[config.mk]
export PLATFORM = sky130hd
export DESIGN_NAME = indexed_config_gpio_bank
export DESIGN_NICKNAME = d
export VERILOG_FILES = /design/src/gpio_cfg_pkg.sv /design/src/indexed_config_gpio_bank.sv
export SDC_FILE = /design/constraint.sdc
export NUM_CORES = 1
export LEC_CHECK = 0
export BUFFER_PORTS_ARGS = -buffer_cell sky130_fd_sc_hd__buf_2
export CELL_PAD_IN_SITES_DETAIL_PLACEMENT = 0
export CELL_PAD_IN_SITES_GLOBAL_PLACEMENT = 1
export CORE_MARGIN = 2
export CORE_UTILIZATION = 44
export CTS_CLUSTER_SIZE = 8
export DETAILED_ROUTE_END_ITERATION = 10
export HOLD_SLACK_MARGIN = 0.1
export PLACE_DENSITY = 0.81
export SKIP_LAST_GASP = 1
export SLEW_MARGIN = 20
export SYNTH_ARGS = -nofsm -noshare
export SYNTH_HDL_FRONTEND = slang
export SYNTH_SLANG_ARGS = --single-unit
[constraint.sdc]
create_clock -name sys_clk -period 4.47 [get_ports sys_clk]
set_clock_uncertainty 0.15 [all_clocks]
set_input_delay 1.1175 -clock sys_clk [delete_from_list [all_inputs] [get_ports sys_clk]]
set_output_delay 1.1175 -clock sys_clk [all_outputs]
set_load 0.05 [all_outputs]
[src/gpio_cfg_pkg.sv]
// Constants for the indexed-configuration GPIO bank.
// Assumes an I/O-space host with one index port and one data port.
//
// Overview of operation
// - Configuration stays locked until the unlock key is written twice.
// - Writing the lock key to the index port relocks configuration.
// - Index 07h then data selects the logical device; GPIO is device 7.
// - GPIO pins drive only after bit 7 of register 30h, device 09h, is set; inputs read regardless.
// - Direction register E0h: one means input, zero means driven output.
// - Output pins: data register E1h bit is read/write and driven out.
// - Input pins: data bit reads the pin level and ignores writes.
// - Inversion register E2h bit one inverts pin/data value both ways.
// - Inversion bit zero passes pin and data value unchanged.
package gpio_cfg_pkg;

    // Port addresses in I/O space
    localparam logic [15:0] CFG_BASE      = 16'h002e;
    localparam logic [15:0] DATA_OFFSET   = 16'h0001;

    // Key bytes
    localparam logic [7:0]  UNLOCK_KEY    = 8'h87;
    localparam logic [7:0]  LOCK_KEY      = 8'haa;

    // Global and per-device register indices
    localparam logic [7:0]  IDX_LDN       = 8'h07;
    localparam logic [7:0]  IDX_FUNC_EN   = 8'h30;
    localparam logic [7:0]  IDX_PIN_DIR   = 8'he0;
    localparam logic [7:0]  IDX_PIN_VAL   = 8'he1;
    localparam logic [7:0]  IDX_PIN_POL   = 8'he2;

    // Logical device numbers
    localparam logic [7:0]  LDN_GPIO      = 8'h07;
    localparam logic [7:0]  LDN_ENABLE    = 8'h09;

    // Field position of the function enable
    localparam int unsigned FUNC_EN_BIT   = 7;

    // Pin count
    localparam int unsigned PIN_COUNT     = 8;

    // Reset values
    localparam logic [7:0]  RST_FUNC_EN   = 8'h00;
    localparam logic [7:0]  RST_PIN_DIR   = 8'hff;
    localparam logic [7:0]  RST_PIN_VAL   = 8'h00;
    localparam logic [7:0]  RST_PIN_POL   = 8'h00;
    localparam logic [7:0]  RST_INDEX     = 8'h00;
    localparam logic [7:0]  RST_LDN       = 8'h00;

    // Read answer for locked accesses; unmapped registers read 00h
    localparam logic [7:0]  READ_IDLE     = 8'hff;

    typedef enum logic [1:0]
    {
        KEY_LOCKED,
        KEY_SEEN,
        KEY_OPEN
    } key_state_t;

endpackage : gpio_cfg_pkg

[src/indexed_config_gpio_bank.sv]
// Eight-pin GPIO bank behind an index/data configuration port pair.
// Assumes single-cycle io_wr/io_rd strobes on sys_clk and asynchronous pins.
`timescale 1ns/10ps
`default_nettype none

module indexed_config_gpio_bank
#(
    parameter int unsigned PINS = gpio_cfg_pkg::PIN_COUNT,
    parameter logic [15:0] BASE = gpio_cfg_pkg::CFG_BASE
)
(
    // Clock and reset
    input  wire logic              sys_clk,
    input  wire logic              rst,

    // Host I/O cycles
    input  wire logic [15:0]       io_addr,
    input  wire logic [7:0]        io_wdata,
    input  wire logic              io_wr,
    input  wire logic              io_rd,
    output var  logic [7:0]        io_rdata,
    output var  logic              io_rvalid,

    // GPIO pins
    input  wire logic [PINS-1:0]   gpio_in,
    output var  logic [PINS-1:0]   gpio_out,
    output var  logic [PINS-1:0]   gpio_oe
);
    import gpio_cfg_pkg::*;

    typedef struct packed
    {
        key_state_t        key;
        logic [7:0]        index;
        logic [7:0]        ldn;
        logic [7:0]        func_en;
        logic [PINS-1:0]   dir;
        logic [PINS-1:0]   val;
        logic [PINS-1:0]   pol;
        logic [PINS-1:0]   sync1;
        logic [PINS-1:0]   sync2;
        logic [PINS-1:0]   out;
        logic [PINS-1:0]   oe;
        logic [7:0]        rdata;
        logic              rvalid;
    } state_t;

    localparam state_t RESET_STATE = '{
        key:     KEY_LOCKED,
        index:   RST_INDEX,
        ldn:     RST_LDN,
        func_en: RST_FUNC_EN,
        dir:     RST_PIN_DIR[PINS-1:0],
        val:     RST_PIN_VAL[PINS-1:0],
        pol:     RST_PIN_POL[PINS-1:0],
        sync1:   '0,
        sync2:   '0,
        out:     '0,
        oe:      '0,
        rdata:   READ_IDLE,
        rvalid:  1'b0
    };

    localparam logic [15:0] DATA_ADDR = 16'(BASE + DATA_OFFSET);

    state_t q;
    state_t d;

    logic            idx_hit;
    logic            dat_hit;
    logic [PINS-1:0] pin_view;
    logic [PINS-1:0] val_view;

    // Input pins read back through the inversion, outputs read the latch
    for (genvar n = 0; n < PINS; n++)
    begin : pin_slice
        assign pin_view[n] = q.sync2[n] ^ q.pol[n];
        assign val_view[n] = q.dir[n] ? pin_view[n] : q.val[n];
    end

    // Function enable lives only in its own logical device
    function automatic logic func_reg_hit(input logic [7:0] ldn,
                                          input logic [7:0] index);
        return (ldn == LDN_ENABLE) && (index == IDX_FUNC_EN);
    endfunction : func_reg_hit

    // Zero-extend a pin-wide vector onto the byte-wide data port
    function automatic logic [7:0] widen(input logic [PINS-1:0] v);
        logic [7:0] r;
        r = '0;
        r[PINS-1:0] = v;
        return r;
    endfunction : widen

    // Register file read, decoded by logical device and index
    function automatic logic [7:0] read_reg(input state_t s,
                                            input logic [PINS-1:0] view);
        logic [7:0] r;
        r = 8'h00;
        if (s.index == IDX_LDN)
        begin
            r = s.ldn;
        end
        else if (func_reg_hit(s.ldn, s.index))
        begin
            r = s.func_en;
        end
        else if (s.ldn == LDN_GPIO)
        begin
            unique case (s.index)
                IDX_PIN_DIR: r = widen(s.dir);
                IDX_PIN_VAL: r = widen(view);
                IDX_PIN_POL: r = widen(s.pol);
                default:     r = 8'h00;
            endcase
        end
        return r;
    endfunction : read_reg

    always_comb
    begin
        idx_hit  = (io_addr == BASE);
        dat_hit  = (io_addr == DATA_ADDR);

        d        = q;
        d.sync1  = gpio_in;
        d.sync2  = q.sync1;
        d.rvalid = 1'b0;

        // Index port writes: key sequence or index selection
        if (io_wr && idx_hit)
        begin
            unique case (q.key)
                KEY_LOCKED:
                    d.key = (io_wdata == UNLOCK_KEY) ? KEY_SEEN
                                                     : KEY_LOCKED;
                KEY_SEEN:
                    d.key = (io_wdata == UNLOCK_KEY) ? KEY_OPEN
                                                     : KEY_LOCKED;
                KEY_OPEN:
                begin
                    if (io_wdata == LOCK_KEY)
                    begin
                        d.key = KEY_LOCKED;
                    end
                    else
                    begin
                        d.index = io_wdata;
                    end
                end
            endcase
        end
        else if ((io_wr || io_rd) && (idx_hit || dat_hit)
                 && q.key == KEY_SEEN)
        begin
            // Any other access to the index or data port between the two keys breaks the pair
            d.key = KEY_LOCKED;
        end

        // Data port writes, only while unlocked
        if (io_wr && dat_hit && q.key == KEY_OPEN)
        begin
            if (q.index == IDX_LDN)
            begin
                d.ldn = io_wdata;
            end
            else if (func_reg_hit(q.ldn, q.index))
            begin
                d.func_en = io_wdata;
            end
            else if (q.ldn == LDN_GPIO)
            begin
                unique case (q.index)
                    IDX_PIN_DIR: d.dir = io_wdata[PINS-1:0];
                    IDX_PIN_POL: d.pol = io_wdata[PINS-1:0];
                    // Input bits keep their latch; writes there are dropped
                    IDX_PIN_VAL: d.val = (q.val & q.dir)
                        | (io_wdata[PINS-1:0] & ~q.dir);
                    default: ;
                endcase
            end
        end

        // Reads answer one cycle later; locked reads see the idle value
        if (io_rd && (idx_hit || dat_hit))
        begin
            d.rvalid = 1'b1;
            if (q.key != KEY_OPEN)
            begin
                d.rdata = READ_IDLE;
            end
            else if (idx_hit)
            begin
                d.rdata = q.index;
            end
            else
            begin
                d.rdata = read_reg(q, val_view);
            end
        end

        // Pins drive only when the function is enabled and set to output
        d.oe  = d.func_en[FUNC_EN_BIT] ? ~d.dir : '0;
        d.out = d.val ^ d.pol;
    end

    always_ff @(posedge sys_clk)
    begin
        if (rst)
        begin
            q <= RESET_STATE;
        end
        else
        begin
            q <= d;
        end
    end

    assign io_rdata  = q.rdata;
    assign io_rvalid = q.rvalid;
    assign gpio_out  = q.out;
    assign gpio_oe   = q.oe;

endmodule : indexed_config_gpio_bank

`default_nettype wire

==> results.txt <==
----------------------------------------------------
[Outcome]
  Result of the run ... completed

[Clock tree]
  Hold buffers post-CTS ... 0
  Clock sink total ... between 90 and 100
  Later-pin clock latency in the skew report ... 0.36 ns
  Inserted Clock Buffers ... 9
  Count of instances resized after the clock tree is built ... 0
  CTS Buffer Depth ... 2
  Number of H-tree levels ... 3
  # Post-CTS Setup Buffers ... 0
  TritonCTS clock tree ... built
  Root Driver ... sky130_fd_sc_hd__clkbuf_8
  Clk pin slew, worst setup/hold paths ... 0.10 ns

[Detailed routing]
  Total wire length after detailed routing ... about 12000 um
  DR iter-0 viols ... 407
  Antenna-violating nets left ... 0
  Number of vias per cell after detailed routing ... about 5.7
  Total vias in the final route ... around 3800
  Drt drc ... 0
  Post-DR wirelength/cell ... about 18 um
  Router iterations before antenna repair ... 5

[Layout]
  Most common library cell in the layout ignoring fill and taps ... sky130_fd_sc_hd__dfxtp_1
  Share of post-route cells with drive strength above 1 ... roughly 18%
  Final #Nets ... about 570
  Util after Layout ... ~50%
  Relative area change from synthesis to final layout ... 9.73%
  Final standard cell area without fillers ... 4970 sq um
  Antenna diode count ... 0
  Most frequent cells in the layout ... sky130_fd_sc_hd__dfxtp_1 (91), sky130_fd_sc_hd__buf_2 (60), sky130_fd_sc_hd__mux2i_1 (47), sky130_fd_sc_hd__nor2_1 (46), sky130_fd_sc_hd__a21oi_1 (35)

[Worst setup path]
  CP Max Fanout ... 8
  Slowest stage cell on the critical path ... sky130_fd_sc_hd__nor4_1
  Worst reg2reg path startpoint ... q[89]$_SDFFE_PP0P_
  Crit Path Category ... input pin to register
  Element type at the critical path start ... input pin
  Depth of the worst register-to-register path ... 8
  Req. time, crit path ... approximately 4.6 ns
  Slowest Stage Delay on Critical Path ... ~0.90 ns
  Cell-by-cell listing of the critical path ... buf_2, or4b_1, nor4_1, nand4_1, o22ai_1, a21oi_1
  RR Endpoint ... gpio_oe[2]$_SDFF_PP0_
  Critical Path End Type ... register
  Critical path arrival ... approximately 3.6 ns
  Reg-to-reg setup timing slack ... ~1.4 ns

[Run]
  Number of violations of the max-capacitance limit ... 0

[Die]
  Count of pins on the block boundary ... 61
  Total die area ... 11100 sq um
  Die Width ... 105 um
  Core area ... between 10000 and 15000 sq um
  Die height ... 105 um
  Starting Density ... 44.7%
  Number of rows in the core area ... 37

[Synth]
  Ranking of synthesized cells by area ... sky130_fd_sc_hd__dfxtp_1 (40%), sky130_fd_sc_hd__mux2i_1 (10%), sky130_fd_sc_hd__buf_4 (4.0%)
  Syn_area_per_cell ... about 9 sq um
  Proportion of register bits with asynchronous set or reset after synthesis ... 0%
  Seq/Total Area, Yosys ... between 40 and 50%
  Cells after Synth ... a little over 500
  Synth Net Count ... roughly 540
  Most area-hungry cell type in the Yosys netlist ... sky130_fd_sc_hd__dfxtp_1
  Number of flip-flops and latches in the synthesized netlist ... between 90 and 100
  Number of warning messages in the yosys log ... 0
  Combined area of all synthesized cells ... 4530 sq um
  Distinct cell type count of the synthesized netlist ... 53
  Top_reg_cell synth ... sky130_fd_sc_hd__dfxtp_1
  Number of synthesized flops with an enable pin ... 0
  Share of the synthesized area in the top cell type ... around two fifths

[Min path]
  Path class of the lowest-slack min-delay path ... register to register
  End point of the worst hold path ... q[30]$_SDFF_PP0_
  Min-Delay Path Depth ... 1
  Hold path startpoint ... d[30]$_SDFF_PP0_

[Timing]
  Slew of the pin with the lowest slew margin ... around 1.1 ns
  Maximum clock frequency ... 289 MHz
  Min cycle time layout ... 3.46 ns
  Slew Limit Headroom ... 27.6%
  Setup repair after global routing missed its margin ... false
  Setup total negative slack ... 0 ns
  Worst Hold Margin ... 0.295 ns
  Final slew viol count ... 0
  Number of hold violations in the final report ... 0
  Final worst-path cycle share ... 77.3%
  Final setup violation count ... 0

[Global route]
  Number of global-route vias before repair ... around 3500
  Maximum number of pins on one net before global-route repair ... 43
  Number of antenna violations at the first check in global routing ... 0
  Total routing usage reported by global routing ... between 20 and 25%
  Wire length of the first global-routing pass ... 19000 um
  Total global routing overflow ... 0

[Placement]
  Routability congestion estimate from global placement ... around 0.88
  Post-DP HPWL ... 8500 um
  Area after DPL ... 4770 sq um
  Total of buffers placed on input and output ports ... 60

[Pwr]
  Leakage dissipation ... ~0.0020 uW
  Max IR drop VDD ... 0.174 mV
  Cell area power density ... 289 nW/um^2

----------------------------------------------------
-- where the power goes --
| group | internal, uW | switching, uW |
|---|---|---|
| clock | 218 | 333 |
| combinational | 25.1 | 42.6 |
| sequential | 817 | 2.02 |
-- per-layer routing --
| layer | track usage [%] | up-vias | routed length [um] |
|---|---|---|---|
| met5 | 0 | - | 0 |
| met4 | 8.38 | 0 | 314 |
| met3 | 3.15 | 20 | 662 |
| met2 | 32.3 | 152 | 5320 |
| met1 | 32.6 | 1822 | 5930 |
| li1 | - | 1843 | - |
-- kinds of logic after synthesis --
| logic type | share of synthesized area [%] |
|---|---|
| and+or+nand+nor | 22.5 |
| muxes | 10.4 |
| AOI/OAI and AO/OA | 14.0 |
| DFF | 40.2 |
| xor gates and xnor gates | 4.84 |
| buffers and inverters | 7.43 |
| adders and majority gates | 0.553 |
-- state kept, by name, summed over array words and instances (netlist names) --
signal     count
io_rdata       8
io_rvalid      1
q             58
gpio_out       8
d              8
gpio_oe        8
-- final cells by class --
type | instances | area (sq um)
multi-input cells | 347 | 2370
well taps | 136 | 170
fillers | 990 | 5170
repair buffers | 71 | 383
flip-flops and latches | 91 | 1820
clock buffers | 9 | 124
clock inverters | 7 | 70.1
inverters | 8 | 30.0
-- cells in the mapped netlist (8+ instances only) --
master,count
sky130_fd_sc_hd__o21ai_0,17
sky130_fd_sc_hd__nand2_1,11
sky130_fd_sc_hd__o22ai_1,17
sky130_fd_sc_hd__a21oi_1,35
sky130_fd_sc_hd__nand4_1,11
sky130_fd_sc_hd__buf_4,24
sky130_fd_sc_hd__dfxtp_1,91
sky130_fd_sc_hd__mux2i_1,47
sky130_fd_sc_hd__inv_1,8
sky130_fd_sc_hd__clkbuf_1,27
sky130_fd_sc_hd__nor3_1,15
sky130_fd_sc_hd__nor2_1,46
sky130_fd_sc_hd__nor4_1,8
sky130_fd_sc_hd__nor3b_1,9
sky130_fd_sc_hd__nor2b_1,21
sky130_fd_sc_hd__xor2_1,19
-- worst max-delay path: cells and delay by family --
family,cells,cell delay [ns]
AND/OR/NAND/NOR,3,2.02
buffers and inverters,1,0.10
AO/OA/AOI/OAI,2,0.32
-- metrics by stage --
| stage | setup WS (ns) | cells | power [uW] |
|---|---|---|---|
| after detailed placement | 0.710 | 653 | 905 |
| after global placement | 0.823 | 653 | 904 |
| after global routing | 0.802 | 669 | 1490 |
| after CTS | 1.09 | 669 | 1460 |
| final | 1.01 | 669 | 1440 |
| after floorplan | 0.666 | 503 | 877 |
-- worst max-delay path by stage --
stage	startpoint	endpoint	slack [ns]
2_1_floorplan	io_addr[7]	gpio_oe[0]$_SDFF_PP0_	0.67
3_3_place_gp	io_addr[11]	q[70]$_SDFFE_PP0P_	0.82
3_5_place_dp	io_addr[7]	io_rdata[6]$_SDFFE_PP1P_	0.71
4_1_cts	io_addr[7]	io_rdata[6]$_SDFFE_PP1P_	1.09
5_1_grt	io_addr[7]	io_rdata[1]$_SDFFE_PP1P_	0.80
6_report	io_addr[7]	io_rdata[0]$_SDFFE_PP1P_	1.01
Power figures use the tool's default switching activity.
